[config.mk]
export PLATFORM = sky130hd
export DESIGN_NAME = rcp_char_proc
export DESIGN_NICKNAME = d
export VERILOG_FILES = /design/src/rcp_pkg.sv /design/src/rcp_char_proc.sv
export SDC_FILE = /design/constraint.sdc
export NUM_CORES = 1
export LEC_CHECK = 0
export BUFFER_PORTS_ARGS = -buffer_cell sky130_fd_sc_hd__buf_2
export CAP_MARGIN = 5
export CELL_PAD_IN_SITES_DETAIL_PLACEMENT = 1
export CELL_PAD_IN_SITES_GLOBAL_PLACEMENT = 2
export CORE_ASPECT_RATIO = 0.5
export CORE_MARGIN = 5
export CORE_UTILIZATION = 33
export DETAILED_ROUTE_END_ITERATION = 10
export PLACE_DENSITY = 0.8
export SYNTH_ARGS = -nofsm -noshare
export SYNTH_HDL_FRONTEND = slang
export SYNTH_SLANG_ARGS = --single-unit
[constraint.sdc]
create_clock -name MCLK -period 3.53 [get_ports MCLK]
set_clock_uncertainty 0.05 [all_clocks]
set_input_delay 0.706 -clock MCLK [delete_from_list [all_inputs] [get_ports MCLK]]
set_output_delay 0.706 -clock MCLK [all_outputs]
set_load 0.03 [all_outputs]
[src/rcp_pkg.sv]
// Purpose : Constants for the receive character processing block
// Assumes : Avalon-MM word addressing, one register per word
// Notes   : All offsets are word indexes; byte address is four times the index
package rcp_pkg;
   // ------------------------------------------------------------
   // Bus and data widths
   // ------------------------------------------------------------
   localparam int unsigned ADDR_W = 8;
   localparam int unsigned DATA_W = 32;
   localparam int unsigned CHAR_W = 8;
   localparam int unsigned CNT_W  = 5;

   // ------------------------------------------------------------
   // Register indexes
   // ------------------------------------------------------------
   localparam logic [7:0] IDX_DETECT_THR  = 8'h0A;
   localparam logic [7:0] IDX_SPECIAL_1   = 8'h1A;
   localparam logic [7:0] IDX_SPECIAL_2   = 8'h1B;
   localparam logic [7:0] IDX_SPECIAL_3   = 8'h1C;
   localparam logic [7:0] IDX_SPECIAL_4   = 8'h1D;
   localparam logic [7:0] IDX_RX_HANDLING = 8'h1E;
   localparam logic [7:0] IDX_STRIP_XLATE = 8'h1F;
   localparam logic [7:0] IDX_CONTROL     = 8'h20;
   localparam logic [7:0] IDX_RANGE_LOW   = 8'h21;
   localparam logic [7:0] IDX_RANGE_HIGH  = 8'h22;
   localparam logic [7:0] IDX_STATUS      = 8'h23;

   // ------------------------------------------------------------
   // Field positions
   // ------------------------------------------------------------
   localparam int unsigned DT_RANGE_EN   = 7;
   localparam int unsigned DT_MATCH34_EN = 6;
   localparam int unsigned DT_FLOW_TRANS = 5;
   localparam int unsigned DT_MATCH12_EN = 4;
   localparam int unsigned RH_RET_DISC   = 7;
   localparam int unsigned RH_RET2NL     = 6;
   localparam int unsigned RH_NL2RET     = 5;
   localparam int unsigned RH_BRK_IGN    = 4;
   localparam int unsigned RH_BRK_SUPP   = 3;
   localparam int unsigned SX_MSB_STRIP  = 7;
   localparam int unsigned SX_MATCH_ERR  = 5;
   localparam int unsigned SX_NL_EXPAND  = 1;
   localparam int unsigned SX_RET2NL_TX  = 0;
   localparam int unsigned CT_PARALLEL   = 0;
   localparam int unsigned CT_INBAND     = 1;

   // ------------------------------------------------------------
   // Characters, codes, limits, reset values
   // ------------------------------------------------------------
   localparam logic [7:0] CH_RETURN  = 8'h0D;
   localparam logic [7:0] CH_NEWLINE = 8'h0A;
   localparam logic [7:0] CH_ALLONES = 8'hFF;
   localparam logic [7:0] CH_NULL    = 8'h00;
   localparam logic [2:0] CODE_NONE  = 3'h0;
   localparam logic [2:0] CODE_SC1   = 3'h1;
   localparam logic [2:0] CODE_SC2   = 3'h2;
   localparam logic [2:0] CODE_SC3   = 3'h3;
   localparam logic [2:0] CODE_SC4   = 3'h4;
   localparam logic [2:0] CODE_RANGE = 3'h7;
   localparam logic [2:0] EH_EXCEPT  = 3'h0;
   localparam logic [2:0] EH_GOOD    = 3'h1;
   localparam logic [2:0] EH_DROP    = 3'h2;
   localparam logic [2:0] EH_NULL    = 3'h3;
   localparam logic [2:0] EH_ESCAPE  = 3'h4;
   localparam logic [4:0] THR_MAX_SER = 5'h0C;
   localparam logic [4:0] THR_MAX_PAR = 5'h1E;
   localparam logic [7:0] REG_RESET  = 8'h00;
endpackage : rcp_pkg

[src/rcp_char_proc.sv]
// Purpose : Receive character processing (matching, translation, break and
//           error handling) with a small transmit translation path
// Assumes : Receiver, host FIFO and transmitter run on MCLK
// Notes   : One character in flight per direction; a second output slot
//           carries the tail of two-character sequences
`timescale 1ns/100ps

module rcp_char_proc
   import rcp_pkg::*;
(
   input  wire logic                          MCLK,          // System clock
   input  wire logic                          NRST,          // Sync reset, low
   input  wire logic [rcp_pkg::ADDR_W-1:0]    ADDRESS,       // Word index
   input  wire logic                          READ,          // Read request
   input  wire logic                          WRITE,         // Write request
   input  wire logic [rcp_pkg::DATA_W-1:0]    WRITEDATA,     // Write data
   output logic      [rcp_pkg::DATA_W-1:0]    READDATA,      // Read data
   output logic                               WAITREQUEST,   // Bus stall
   input  wire logic                          RX_VALID,      // Char offered
   input  wire logic [rcp_pkg::CHAR_W-1:0]    RX_DATA,       // Received char
   input  wire logic                          RX_PERR,       // Parity error
   input  wire logic                          RX_FERR,       // Framing error
   input  wire logic                          RX_OERR,       // Overrun error
   input  wire logic                          RX_BREAK,      // Break received
   output logic                               RX_READY,      // Char taken
   output logic                               OUT_VALID,     // Char to host
   output logic      [rcp_pkg::CHAR_W-1:0]    OUT_DATA,      // Processed char
   output logic                               OUT_EXCEPT,    // Exception flag
   output logic      [2:0]                    OUT_CODE,      // Detect code
   output logic      [3:0]                    OUT_ERRS,      // Brk,O,F,P
   input  wire logic                          OUT_READY,     // Host takes char
   input  wire logic [rcp_pkg::CNT_W-1:0]     FIFO_COUNT,    // Good chars held
   output logic                               DATA_REQ,      // Threshold met
   output logic                               FLOW_XON,      // XON seen, pulse
   output logic                               FLOW_XOFF,     // XOFF seen, pulse
   input  wire logic                          TX_IN_VALID,   // Tx char offered
   input  wire logic [rcp_pkg::CHAR_W-1:0]    TX_IN_DATA,    // Tx char
   output logic                               TX_IN_READY,   // Tx char taken
   output logic                               TX_OUT_VALID,  // Tx char out
   output logic      [rcp_pkg::CHAR_W-1:0]    TX_OUT_DATA,   // Translated char
   input  wire logic                          TX_OUT_READY   // Shifter takes
);
   import rcp_pkg::*;

   // ------------------------------------------------------------
   // Storage
   // ------------------------------------------------------------
   logic [7:0]  detect_reg;
   logic [7:0]  handling_reg;
   logic [7:0]  strip_reg;
   logic [7:0]  control_reg;
   logic [7:0]  special_reg [4];
   logic [7:0]  range_lo_reg;
   logic [7:0]  range_hi_reg;
   logic        ack_reg;
   logic [31:0] rdata_reg;
   logic        out_valid_reg;
   logic [7:0]  out_data_reg;
   logic        out_exc_reg;
   logic [2:0]  out_code_reg;
   logic [3:0]  out_errs_reg;
   logic        pend_valid_reg;
   logic [7:0]  pend_data_reg;
   logic        xon_reg;
   logic        xoff_reg;
   logic        flow_off_reg;
   logic [2:0]  last_code_reg;
   logic        tx_valid_reg;
   logic [7:0]  tx_data_reg;
   logic        tx_pend_reg;
   logic        data_req_reg;

   // Processing results
   logic [7:0]  ch;
   logic        errd;
   logic        may_match;
   logic        m1;
   logic        m2;
   logic        m3;
   logic        m4;
   logic        in_range;
   logic        keep;
   logic [7:0]  d0;
   logic        exc;
   logic [2:0]  code;
   logic        two;
   logic [7:0]  d1;
   logic        do_xon;
   logic        do_xoff;
   logic        rx_take;
   logic        out_pop;
   logic        wr_now;
   logic        tx_take;
   logic        tx_pop;
   logic [7:0]  tx_xl;
   logic        tx_two;

   // ------------------------------------------------------------
   // Helpers
   // ------------------------------------------------------------
   // Threshold legal for the current format
   function automatic logic thr_ok(input logic par, input logic [7:0] opt);
      logic [4:0] t;
      t = par ? opt[4:0] : {1'b0, opt[3:0]};
      thr_ok = (t != 5'h00) && (t <= (par ? THR_MAX_PAR : THR_MAX_SER));
   endfunction : thr_ok

   // ------------------------------------------------------------
   // Avalon-MM slave
   // ------------------------------------------------------------
   // Every access stalls one cycle so read data come from a flop
   assign WAITREQUEST = (READ || WRITE) && !ack_reg;
   assign READDATA    = rdata_reg;
   assign wr_now      = WRITE && ack_reg;

   // Acknowledge toggles once per access
   always_ff @(posedge MCLK)
   begin
      if (!NRST)
         ack_reg <= 1'b0;
      else
         ack_reg <= (READ || WRITE) && !ack_reg;
   end

   // Read mux; unmapped indexes read zero
   always_ff @(posedge MCLK)
   begin
      if (!NRST)
         rdata_reg <= 32'h0000_0000;
      else if (READ && !ack_reg)
      begin
         case (ADDRESS)
            IDX_DETECT_THR:  rdata_reg <= {24'h00_0000, detect_reg};
            IDX_SPECIAL_1:   rdata_reg <= {24'h00_0000, special_reg[0]};
            IDX_SPECIAL_2:   rdata_reg <= {24'h00_0000, special_reg[1]};
            IDX_SPECIAL_3:   rdata_reg <= {24'h00_0000, special_reg[2]};
            IDX_SPECIAL_4:   rdata_reg <= {24'h00_0000, special_reg[3]};
            IDX_RX_HANDLING: rdata_reg <= {24'h00_0000, handling_reg};
            IDX_STRIP_XLATE: rdata_reg <= {24'h00_0000, strip_reg};
            IDX_CONTROL:     rdata_reg <= {24'h00_0000, control_reg};
            IDX_RANGE_LOW:   rdata_reg <= {24'h00_0000, range_lo_reg};
            IDX_RANGE_HIGH:  rdata_reg <= {24'h00_0000, range_hi_reg};
            IDX_STATUS:      rdata_reg <= {24'h00_0000, data_req_reg, flow_off_reg,
                                           out_valid_reg, 2'b00, last_code_reg};
            default:         rdata_reg <= 32'h0000_0000;
         endcase
      end
   end

   // Register writes take effect on the acknowledging edge
   always_ff @(posedge MCLK)
   begin
      if (!NRST)
      begin
         detect_reg     <= REG_RESET;
         handling_reg   <= REG_RESET;
         strip_reg      <= REG_RESET;
         control_reg    <= REG_RESET;
         range_lo_reg   <= REG_RESET;
         range_hi_reg   <= REG_RESET;
         for (int i = 0; i < 4; i++)
            special_reg[i] <= REG_RESET;
      end
      else if (wr_now)
      begin
         case (ADDRESS)
            IDX_DETECT_THR:  detect_reg     <= WRITEDATA[7:0];
            IDX_SPECIAL_1:   special_reg[0] <= WRITEDATA[7:0];
            IDX_SPECIAL_2:   special_reg[1] <= WRITEDATA[7:0];
            IDX_SPECIAL_3:   special_reg[2] <= WRITEDATA[7:0];
            IDX_SPECIAL_4:   special_reg[3] <= WRITEDATA[7:0];
            IDX_RX_HANDLING: handling_reg   <= WRITEDATA[7:0];
            IDX_STRIP_XLATE: strip_reg      <= WRITEDATA[7:0];
            IDX_CONTROL:     control_reg    <= WRITEDATA[7:0];
            IDX_RANGE_LOW:   range_lo_reg   <= WRITEDATA[7:0];
            IDX_RANGE_HIGH:  range_hi_reg   <= WRITEDATA[7:0];
            default:         control_reg    <= control_reg;
         endcase
      end
   end

   // ------------------------------------------------------------
   // Receive character decision
   // ------------------------------------------------------------
   // Matching is decided first so a matched char skips later steps
   always_comb
   begin
      ch = RX_DATA;
      if (strip_reg[SX_MSB_STRIP])
         ch[7] = 1'b0;
      errd      = RX_PERR || RX_FERR || RX_OERR;
      may_match = !RX_BREAK && (!errd || strip_reg[SX_MATCH_ERR]);
      m1 = may_match && detect_reg[DT_MATCH12_EN] && (ch == special_reg[0]);
      m2 = may_match && detect_reg[DT_MATCH12_EN] && (ch == special_reg[1]);
      m3 = may_match && detect_reg[DT_MATCH34_EN] && (ch == special_reg[2]);
      m4 = may_match && detect_reg[DT_MATCH34_EN] && (ch == special_reg[3]);
      in_range = may_match && detect_reg[DT_RANGE_EN]
                 && (ch >= range_lo_reg) && (ch <= range_hi_reg);
      keep    = 1'b1;
      d0      = ch;
      exc     = 1'b0;
      code    = CODE_NONE;
      two     = 1'b0;
      d1      = CH_NULL;
      do_xon  = 1'b0;
      do_xoff = 1'b0;
      if (m1 || m2)
      begin
         // Flow chars act only with in-band enabled on top of match enable
         do_xon  = m1 && control_reg[CT_INBAND];
         do_xoff = m2 && !m1 && control_reg[CT_INBAND];
         if (detect_reg[DT_FLOW_TRANS])
            keep = 1'b0;
         else
         begin
            exc  = 1'b1;
            code = m1 ? CODE_SC1 : CODE_SC2;
         end
      end
      else if (m3 || m4)
      begin
         exc  = 1'b1;
         code = m3 ? CODE_SC3 : CODE_SC4;
      end
      else if (in_range)
      begin
         exc  = 1'b1;
         code = CODE_RANGE;
      end
      else if (RX_BREAK)
      begin
         d0 = CH_NULL;
         case ({handling_reg[RH_BRK_IGN], handling_reg[RH_BRK_SUPP]})
            2'b00:   exc  = 1'b1;
            2'b01:   exc  = 1'b0;
            2'b11:   keep = 1'b0;
            default: exc  = 1'b1;                                // Unused, safe report
         endcase
      end
      else if (errd)
      begin
         case (handling_reg[2:0])
            EH_EXCEPT: exc  = 1'b1;
            EH_GOOD:   exc  = 1'b0;
            EH_DROP:   keep = 1'b0;
            EH_NULL:   d0   = CH_NULL;
            EH_ESCAPE:
            begin
               d0  = CH_ALLONES;
               two = 1'b1;
               d1  = CH_NULL;
            end
            default:   exc  = 1'b1;                              // Unused codes
         endcase
      end
      else
      begin
         // Return and newline translation on good chars
         if (ch == CH_RETURN)
         begin
            if (handling_reg[RH_RET_DISC])
               keep = 1'b0;
            else if (handling_reg[RH_RET2NL])
               d0 = CH_NEWLINE;
         end
         else if (ch == CH_NEWLINE)
         begin
            if (handling_reg[RH_NL2RET])
               d0 = CH_RETURN;
         end
         else if ((ch == CH_ALLONES) && (handling_reg[2:0] == EH_ESCAPE))
         begin
            two = 1'b1;
            d1  = CH_ALLONES;
         end
      end
   end

   // ------------------------------------------------------------
   // Receive output slot
   // ------------------------------------------------------------
   // One char at a time; the pending slot holds the second of a pair
   assign RX_READY = !out_valid_reg;
   assign rx_take  = RX_VALID && !out_valid_reg;
   assign out_pop  = out_valid_reg && OUT_READY;

   always_ff @(posedge MCLK)
   begin
      if (!NRST)
      begin
         out_valid_reg  <= 1'b0;
         out_data_reg   <= CH_NULL;
         out_exc_reg    <= 1'b0;
         out_code_reg   <= CODE_NONE;
         out_errs_reg   <= 4'h0;
         pend_valid_reg <= 1'b0;
         pend_data_reg  <= CH_NULL;
      end
      else if (rx_take)
      begin
         out_valid_reg  <= keep;
         out_data_reg   <= d0;
         out_exc_reg    <= exc;
         out_code_reg   <= code;
         out_errs_reg   <= exc ? {RX_BREAK, RX_OERR, RX_FERR, RX_PERR} : 4'h0;
         pend_valid_reg <= keep && two;
         pend_data_reg  <= d1;
      end
      else if (out_pop)
      begin
         out_valid_reg  <= pend_valid_reg;
         out_data_reg   <= pend_data_reg;
         out_exc_reg    <= 1'b0;
         out_code_reg   <= CODE_NONE;
         out_errs_reg   <= 4'h0;
         pend_valid_reg <= 1'b0;
      end
   end

   assign OUT_VALID  = out_valid_reg;
   assign OUT_DATA   = out_data_reg;
   assign OUT_EXCEPT = out_exc_reg;
   assign OUT_CODE   = out_code_reg;
   assign OUT_ERRS   = out_errs_reg;

   // ------------------------------------------------------------
   // Flow control state and status
   // ------------------------------------------------------------
   // XOFF holds the transmit path; XON releases it
   always_ff @(posedge MCLK)
   begin
      if (!NRST)
      begin
         xon_reg       <= 1'b0;
         xoff_reg      <= 1'b0;
         flow_off_reg  <= 1'b0;
         last_code_reg <= CODE_NONE;
      end
      else
      begin
         xon_reg  <= rx_take && do_xon;
         xoff_reg <= rx_take && do_xoff;
         if (rx_take && do_xoff)
            flow_off_reg <= 1'b1;
         else if (rx_take && do_xon)
            flow_off_reg <= 1'b0;
         if (rx_take && keep && exc)
            last_code_reg <= code;
      end
   end

   assign FLOW_XON  = xon_reg;
   assign FLOW_XOFF = xoff_reg;

   // Data request from threshold; illegal codes never request
   always_ff @(posedge MCLK)
   begin
      if (!NRST)
         data_req_reg <= 1'b0;
      else if (control_reg[CT_PARALLEL])
         data_req_reg <= thr_ok(1'b1, detect_reg)
                         && (FIFO_COUNT >= detect_reg[4:0]);
      else
         data_req_reg <= thr_ok(1'b0, detect_reg)
                         && (FIFO_COUNT >= {1'b0, detect_reg[3:0]});
   end

   assign DATA_REQ = data_req_reg;

   // ------------------------------------------------------------
   // Transmit translation
   // ------------------------------------------------------------
   // Expansion emits return now and, with SX_RET2NL_TX also set, newline from the pending flag
   always_comb
   begin
      tx_xl  = TX_IN_DATA;
      tx_two = 1'b0;
      if ((TX_IN_DATA == CH_RETURN) && strip_reg[SX_RET2NL_TX])
         tx_xl = CH_NEWLINE;
      else if ((TX_IN_DATA == CH_NEWLINE) && strip_reg[SX_NL_EXPAND])
      begin
         tx_xl  = CH_RETURN;
         tx_two = strip_reg[SX_RET2NL_TX];
      end
   end

   assign TX_IN_READY = !tx_valid_reg && !flow_off_reg;
   assign tx_take     = TX_IN_VALID && TX_IN_READY;
   assign tx_pop      = tx_valid_reg && TX_OUT_READY;

   always_ff @(posedge MCLK)
   begin
      if (!NRST)
      begin
         tx_valid_reg <= 1'b0;
         tx_data_reg  <= CH_NULL;
         tx_pend_reg  <= 1'b0;
      end
      else if (tx_take)
      begin
         tx_valid_reg <= 1'b1;
         tx_data_reg  <= tx_xl;
         tx_pend_reg  <= tx_two;
      end
      else if (tx_pop)
      begin
         tx_valid_reg <= tx_pend_reg;
         tx_data_reg  <= CH_NEWLINE;
         tx_pend_reg  <= 1'b0;
      end
   end

   assign TX_OUT_VALID = tx_valid_reg;
   assign TX_OUT_DATA  = tx_data_reg;
endmodule : rcp_char_proc

# After elaboration in Yosys (flattened, before gate mapping)
# Memory sizes are Yosys's and may differ from the RTL's.
# Index checks and enable logic that the tools add are counted.
dict set report word_totals {
  inputBits 73
  register_bits 124
  memories 1
  ramBits 32
}
dict set report op_classes {
  order_cmp 6
  eq_ne 26
  n_mux 101
  bitwise_logic 4
  n_reduce_logical 59
}
# name words width rd rd_clocked_by_memory_dff write_ports line
set memory_table {}
lappend memory_table {special_reg 4 8 4 0 4 rcp_char_proc.sv:52} ;# logic [7:0] special_reg [4];
# operator count
set op_table {}
lappend op_table {{two-way mux 8 bit} 28}
lappend op_table {{case mux 8 bit (11 select lines)} 1}
lappend op_table {{two-way mux 1 bit} 60}
lappend op_table {{== test 8 x 5 -> 1 bit (second input constant)} 6}
lappend op_table {{== test 8 x 4 -> 1 bit (second input constant)} 5}
lappend op_table {{logical AND 1 bit} 33}
lappend op_table {{== test 8 x 6 -> 1 bit (second input constant)} 4}
lappend op_table {{== test 8 bit} 4}
lappend op_table {{two-way mux 3 bit} 6}
lappend op_table {{case mux 8 bit (2 select lines)} 1}
lappend op_table {{two-way mux 4 bit} 3}
lappend op_table {{AND reduction 2 bit} 6}
lappend op_table {{== test 8 bit (second input constant)} 1}
lappend op_table {{greater-or-equal comparator 8 bit} 1}
lappend op_table {{less-or-equal comparator 8 bit} 1}
lappend op_table {{zero test 1 bit} 7}
lappend op_table {{== test 3 x 2 -> 1 bit (second input constant)} 2}
lappend op_table {{logical OR 1 bit} 6}
lappend op_table {{nonzero test 2 bit} 3}
lappend op_table {{greater-or-equal comparator 5 x 4 -> 1 bit} 1}
lappend op_table {{greater-or-equal comparator 5 bit} 1}
lappend op_table {{less-or-equal comparator 5 bit (second input constant)} 1}
lappend op_table {{nonzero test 5 bit} 1}
lappend op_table {{less-or-equal comparator 4 bit (second input constant)} 1}
lappend op_table {{9 further kinds} 13}

# Logic depth before layout (Yosys ltp)
# Gate-level depths: netlist of run 1.
dict set report depth {
  word_depth 13
  depth_mapped 13
  ltp_nobuf 11
}

# Worst setup path before layout of run 1
# OpenSTA, ideal clock, no wires.
dict set report synth_path {
  path_type {input-to-reg}
  start {input port ADDRESS[0] in the netlist's numbering}
  end {memory special_reg[2][0] (enable)}
  path_stages 4
  setup_ps 398
  n_path_buf 3
  required_ps 3082
  arrival_ps 2338
  slack_ps 744
  path_cell_list {buf_2 buf_2 buf_2 o41ai_1}
}
# element line
set synth_rtl {}
lappend synth_rtl {{start: declaration} rcp_char_proc.sv:13} ;# input wire logic [rcp_pkg::ADDR_W-1:0] ADDRESS,
lappend synth_rtl {{end: declaration} rcp_char_proc.sv:52}

# Worst setup path in the final report of run 1
dict set report layout_path {
  start {input port RX_DATA[2] in the netlist's numbering}
  end {register out_data_reg[1], in the netlist OUT_DATA[1]}
}
dict set report layout_between {
  elab_chain_len 9
  word_cells_on_any_way 24
  cone_classes {order compare: 2; eq/ne: 6; mux: 8; reduce/logical: 8}
}
# element line
set layout_rtl {}
lappend layout_rtl {{start: declaration} rcp_char_proc.sv:20} ;# input wire logic [rcp_pkg::CHAR_W-1:0] RX_DATA,
lappend layout_rtl {{== test 8 x 4 -> 1 bit} rcp_char_proc.sv:266} ;# else if (ch == CH_NEWLINE)
lappend layout_rtl {{two-way mux 8 bit} rcp_char_proc.sv:266}
lappend layout_rtl {{two-way mux 8 bit} rcp_char_proc.sv:259} ;# if (ch == CH_RETURN)
lappend layout_rtl {{two-way mux 8 bit} rcp_char_proc.sv:240} ;# else if (errd)
lappend layout_rtl {{two-way mux 8 bit} rcp_char_proc.sv:230} ;# else if (RX_BREAK)
lappend layout_rtl {{two-way mux 8 bit} rcp_char_proc.sv:225} ;# else if (in_range)
lappend layout_rtl {{two-way mux 8 bit} rcp_char_proc.sv:220} ;# else if (m3 || m4)
lappend layout_rtl {{two-way mux 8 bit *} rcp_char_proc.sv:207} ;# if (m1 || m2)
lappend layout_rtl {{two-way mux 8 bit *} rcp_char_proc.sv:299} ;# else if (rx_take)
lappend layout_rtl {{end signal: assignment} rcp_char_proc.sv:312} ;# out_data_reg <= pend_data_reg;
lappend layout_rtl {{end: declaration} rcp_char_proc.sv:58} ;# logic [7:0] out_data_reg;
# Every way passes the cells marked *; elsewhere a longest branch is shown, timed or not.
# A chain may end at the register's enable or synchronous reset.

==> results_dict.tcl, run 1 <==
set metrics [dict create \
    status "completed" \
    cts-root-buf "clkbuf_16" \
    holdPathEnd "OUT_EXCEPT" \
    yosysMostFrequentCell "dfxtp_1" \
    synth_edf_count 32 \
    powerDensity_nw_per_um2 477 \
    ctsResizeCount 0 \
    wl_um 23800 \
    clock_latency_ps 420 \
    tns_ps 0 \
    tightestPinTransition_ps 643 \
    largest_reg_flops 32 \
    ant_nets 0 \
    drtIter0Drc 376 \
    synthesis.area_um2 6760 \
    setup_viol 0 \
    pwr-share-clk 0.500 \
    seq_area_frac_synth 0.418 \
    r2r_setup_slack_ps 880 \
    hold_path_class "flop to flop" \
    cts_tree "yes" \
    netlist_top_cells_count "93 x dfxtp_1, 85 x nand2_1, 70 x nor2_1" \
    p_switching_mw 1.00 \
    vias 5897 \
    p_sw_frac 0.261 \
    gp_congestion 0.882 \
    synthFlopType "dfxtp_1" \
    vias_per_cell 5.31 \
    slew_violations 0 \
    crit_fanout 10 \
    max_cap_viol_count 0 \
    row_count 37 \
    cts_setup_buffers 0 \
    hold_ws_ps 402 \
    grt_remaining_overflow 0 \
    crit_required_ps 3840 \
    fp.dieH_um 111 \
    cts_buffer_depth 2 \
    finalCritPeriodShare 0.758 \
    io_pins 137 \
    combPwrFrac 0.102 \
    synth_seq_cells 125 \
    seqPwrFrac 0.398 \
    dieArea_um2 23600 \
    num-fill-cells 2387 \
    cts_sinks 125 \
    track_usage 0.202 \
    relSlewSlack 0.571 \
    holdPathStages 1 \
    worstPathArrival_ps 2990 \
    final.min_clock_period_ps 2680 \
    totalPowerFinal_mw 3.84 \
    rsz0062_at_grt "false" \
    worstSetupStartpointType "input pin" \
    internal-power_mw 2.84 \
    grt_max_degree 48 \
    yosysTopAreaCell "dfxtp_1" \
    finalHoldViolCount 0 \
    wire_per_inst_um 21.5 \
    final_nets 916 \
    hold_buffers 0 \
    synth.top_cell.area_share 0.276 \
    async_reset_ff_frac 0 \
    rr_worst_depth 12 \
    avgSynthCellArea_um2 9.12 \
    r2r-start "strip_reg[7]" \
    synth_area_leaders "dfxtp_1 28%, edfxtp_1 14%, nand2_1 4.7%, mux2i_1 4.4%, a21oi_1 4.1%" \
    fmax_mhz 373 \
    synthCells 741 \
    hpwlAfterDp_um 17700 \
    hp-start "OUT_EXCEPT" \
    setup_ws_ps 853 \
    path_class "input pin to flop" \
    clkTransAtPathRegs_ps 50 \
    cts_buffers 17 \
    regToRegEndpoint "OUT_DATA[1]" \
    initial_core_util 0.332 \
    end_kind "flop" \
    grt_pass1_vias 6066 \
    firstDrtPassIters 5 \
    yosysWarningCount 0 \
    dp.cells 1077 \
    drcViolationCount 0 \
    synth.distinct_cells 70 \
    numPortBuffers 88 \
    dpl_worst_slack_ps 461 \
    drive_gt1_frac 0.197 \
    die-width_um 212 \
    area_delta_synth_final_pct 19.2 \
    antenna_found_initial 5 \
    p_leak_nw 3.24 \
    coreArea_um2 20300 \
    irDropWorstVdd_mv 0.303 \
    grt_pass1_wl_um 36300 \
    h-tree-depth 4 \
    stdcell_count 1111 \
]
## worst max path at each step
stage               cells after the start  slack [ps]          from                end
floorplan                               4         740    ADDRESS[0]  special_reg[2][0]
global placement                       11         500    RX_DATA[2]        OUT_DATA[1]
detailed placement                     11         460    RX_DATA[2]        OUT_DATA[1]
CTS                                    12         870  strip_reg[7]        OUT_DATA[1]
global route                           12         660  strip_reg[7]        OUT_DATA[1]
finish                                 11         850    RX_DATA[2]        OUT_DATA[1]
## area by class of cell
class | instances | area (µm²) | area share
inverters | 30 | 113 | 0.0140
clock inverters | 11 | 153 | 0.0190
flip-flops and latches | 125 | 2820 | 0.351
clock buffers | 21 | 493 | 0.0612
multi-input cells | 542 | 3540 | 0.440
repair buffers | 107 | 583 | 0.0724
well taps | 273 | 342 | 0.0424
diodes | 2 | 5.00 | 0.000622
## critical path: stages
cell      delay [ps]
buf_2            260
ha_1             300
a211o_1          290
a31oi_1          150
o21ai_1          100
and4bb_4         250
nor3b_4          210
buf_4            210
a21oi_1           80
a211oi_1         230
o221a_1          200
## power groups by stage
stage,combinational (mW),clock [mW],sequential (mW)
after floorplan,0.241,0,1.59
after global placement,0.381,0,1.56
after detailed placement,0.389,0,1.56
after CTS,0.392,1.94,1.53
after global routing,0.423,2.02,1.53
final,0.391,1.92,1.53
## stage by stage
stage               cell area (µm²)  utilization
floorplan                      6840            -
global placement               7400        0.364
detailed placement             7400        0.364
CTS                            8040        0.396
global route                   8050        0.396
finish                         8050        0.396
## logic make-up after synthesis
group / share of synthesized area
AO/OA/AOI/OAI: 0.146
other: 0.000555
XOR/XNOR: 0.0428
multiplexers: 0.0811
AND/OR/NAND/NOR: 0.203
buffers and inverters: 0.0711
adder cells (fa/ha/maj): 0.0370
flip-flops: 0.418
## metal layers
metal | up-vias | GRT usage | wire length, µm
li1 | 2739 | - | -
met1 | 2904 | 0.276 | 10700
met2 | 221 | 0.312 | 10500
met3 | 25 | 0.0681 | 2320
met4 | 8 | 0.0464 | 234
met5 | - | 0 | 36
## cell usage in the layout, fill, tap and decap left out, types with 7 or more instances in the layout
| cell | netlist | final |
|---|---|---|
| inv_1 | 29 | 28 |
| mux2i_1 | 30 | 30 |
| buf_4 | 25 | 19 |
| conb_1 | 1 | 24 |
| ha_1 | 20 | 20 |
| clkbuf_16 | 0 | 19 |
| nand3_1 | 10 | 10 |
| a22o_1 | 7 | 7 |
| nand4_1 | 8 | 8 |
| nand2b_1 | 11 | 11 |
| nor3_1 | 15 | 15 |
| nor4_1 | 9 | 9 |
| mux4_2 | 11 | 11 |
| nand2_1 | 85 | 85 |
| buf_2 | 12 | 88 |
| xnor2_1 | 19 | 19 |
| nor2b_1 | 7 | 7 |
| xor2_1 | 14 | 14 |
| a22oi_1 | 15 | 15 |
| nor2_1 | 70 | 70 |
| a21oi_1 | 56 | 56 |
| a31oi_1 | 12 | 12 |
| and2_1 | 36 | 36 |
| dfxtp_1 | 93 | 93 |
| edfxtp_1 | 32 | 32 |
| o21ai_0 | 18 | 18 |
(Power assumes the default switching activity.)
==> run 2: changes to the inputs <==
- ABC_AREA: not set -> 1
- CORE_UTILIZATION: 33 -> 31
- PLACE_DENSITY: 0.8 -> 0.81
- clock period: 3.53 -> 2.5 ns (I/O delays scaled with it)
==> results_dict.tcl, run 2 <==
set metrics [dict create \
    synth_edf_count 32 \
    initial_core_util 0.318 \
    cts_sinks 125 \
    drcViolationCount 0 \
    grt_max_degree 29 \
    clock_latency_ps 430 \
    vias 6828 \
    h-tree-depth 4 \
    startpoint "strip_reg[7]" \
    r2r-start "strip_reg[7]" \
    finalHoldViolCount 0 \
    worstSetupStartpointType "flop" \
    status "completed" \
    ctsResizeCount 0 \
    final_core_util 0.385 \
    n_antenna_cell 0 \
    netlist_top_cells_count "186 x nand2_1, 118 x inv_1, 112 x nor2_1" \
    powerDensity_nw_per_um2 626 \
    drtIter0Drc 514 \
    grt_pass1_wl_um 39600 \
    tightestPinTransition_ps 606 \
    seq_area_frac_synth 0.406 \
    vias_per_cell 4.97 \
    num-fill-cells 2798 \
    crit_required_ps 2810 \
    setup_viol 0 \
    yosysTopAreaCell "dfxtp_1" \
    cts_buffer_depth 2 \
    cts-root-buf "clkbuf_16" \
    relSlewSlack 0.596 \
    dieArea_um2 25700 \
    drive_gt1_frac 0.176 \
    wl_um 26000 \
    synthCells 947 \
    fp.dieH_um 116 \
    track_usage 0.203 \
    crit_fanout 5 \
    final.min_clock_period_ps 2170 \
    hold_path_class "input pin to flop" \
    yosysMostFrequentCell "nand2_1" \
    slew_violations 0 \
    hold_buffers 0 \
    avgSynthCellArea_um2 7.34 \
    synth_seq_cells 125 \
    firstDrtPassIters 4 \
    numPortBuffers 88 \
    die-width_um 222 \
    synthesis.area_um2 6950 \
    worstPathArrival_ps 2480 \
    finalCritPeriodShare 0.870 \
    irDropWorstVdd_mv 0.514 \
    path_class "flop to flop" \
    gp_congestion 0.936 \
    area_delta_synth_final_pct 21.2 \
    hp-start "TX_IN_DATA[4]" \
    grt_pass1_vias 7014 \
    totalPowerFinal_mw 5.27 \
    hpwlAfterDp_um 20600 \
    synth.distinct_cells 43 \
    cts_buffers 17 \
    tns_ps 0 \
    yosysWarningCount 0 \
    coreArea_um2 21900 \
    largest_reg_flops 32 \
    wire_per_inst_um 18.9 \
    io_pins 137 \
    async_reset_ff_frac 0 \
    final_common_cell "nand2_1" \
    antenna_found_initial 0 \
    row_count 38 \
    cts_tree "yes" \
    synthFlopType "dfxtp_1" \
    clkTransAtPathRegs_ps 60 \
    ant_nets 0 \
    final_cell_mix "186 x nand2_1, 118 x inv_1, 112 x nor2_1, 93 x dfxtp_1, 89 x a21oi_1" \
    max_cap_viol_count 0 \
    end_kind "flop" \
    fmax_mhz 460 \
    rsz0062_at_grt "false" \
    grt_remaining_overflow 0 \
    synth_area_leaders "dfxtp_1 27%, edfxtp_1 14%, nand2_1 10%, a21oi_1 6.4%, inv_1 6.4%" \
    final_nets 1155 \
    p_leak_nw 3.63 \
    synth.top_cell.area_share 0.268 \
    cts_setup_buffers 0 \
]
## run 2: changes by cell type after synthesis, sizes merged, moves of 14 or more
cell | before | now
a21oi | 56 | 90
a22oi | 15 | 0
and2 | 36 | 0
clkbuf | 28 | 11
inv | 30 | 124
mux2i | 30 | 0
nand2 | 85 | 197
nand3 | 10 | 60
nor2 | 70 | 118
o21ai | 21 | 63
o22ai | 2 | 16
xor2 | 14 | 0
## run 2: layout make-up
cell class	instances	area [µm²]	share of cell area
multi-input cells	670	3440	0.409
flip-flops and latches	125	2820	0.335
repair buffers	122	708	0.0841
clock buffers	21	494	0.0587
inverters	126	473	0.0562
well taps	300	375	0.0446
clock inverters	11	106	0.0126
## run 2: power by group
part / switching [mW] / internal (mW)
clock network: 0.977 / 1.52
logic: 0.451 / 0.173
registers: 0.0320 / 2.12
total: 1.46 / 3.81
## run 2: stage by stage
stage               cells  setup slack [ps]  hold WS (ps)  area [µm²]
floorplan             970               267           380        7030
global placement     1343               116           397        7820
detailed placement   1343              42.7           400        7820
CTS                  1375               331           280        8420
global route         1375               137           281        8420
finish               1375               326           290        8420
## run 2: worst max-delay path: stages (launching register included)
cell	delay, ps
dfxtp_1	390
nor2_4	60
ha_1	290
nand2_1	70
nor2_1	210
nand4_1	120
nand2_1	140
nand3_4	160
o21ai_0	210
nand2_1	100
nand2_1	70
nand2_1	70
a21oi_1	150
## run 2: cells by family (layout without fill, tap and decap cells)
logic type                 after synthesis  in the layout  synth area share
adders and majority gates               20             20            0.0360
xor gates and xnor gates                17             17            0.0214
AOI/OAI and AO/OA                      200            200             0.160
DFF                                    125            125             0.406
other                                    1             24          0.000540
and+or+nand+nor                        409            409             0.265
buffers and inverters                  175            280             0.111
## run 2: path summary, 6_finish.rpt
check	end	slack, ps	cells after the start
hold reg to reg	strip_reg[6]	410	2
setup / recovery	last_code_reg[1]	330	12
hold / removal	TX_OUT_DATA[4]	290	3
setup reg to reg	last_code_reg[1]	330	12
## run 2: per-layer routing
metal  up-vias  global-route usage  part of all wire
met1      3316               0.275              0.48
met5         -                   0                 0
met2       153               0.320              0.44
met3        34              0.0524             0.062
li1       3325                   -                 -
met4         0              0.0689             0.023
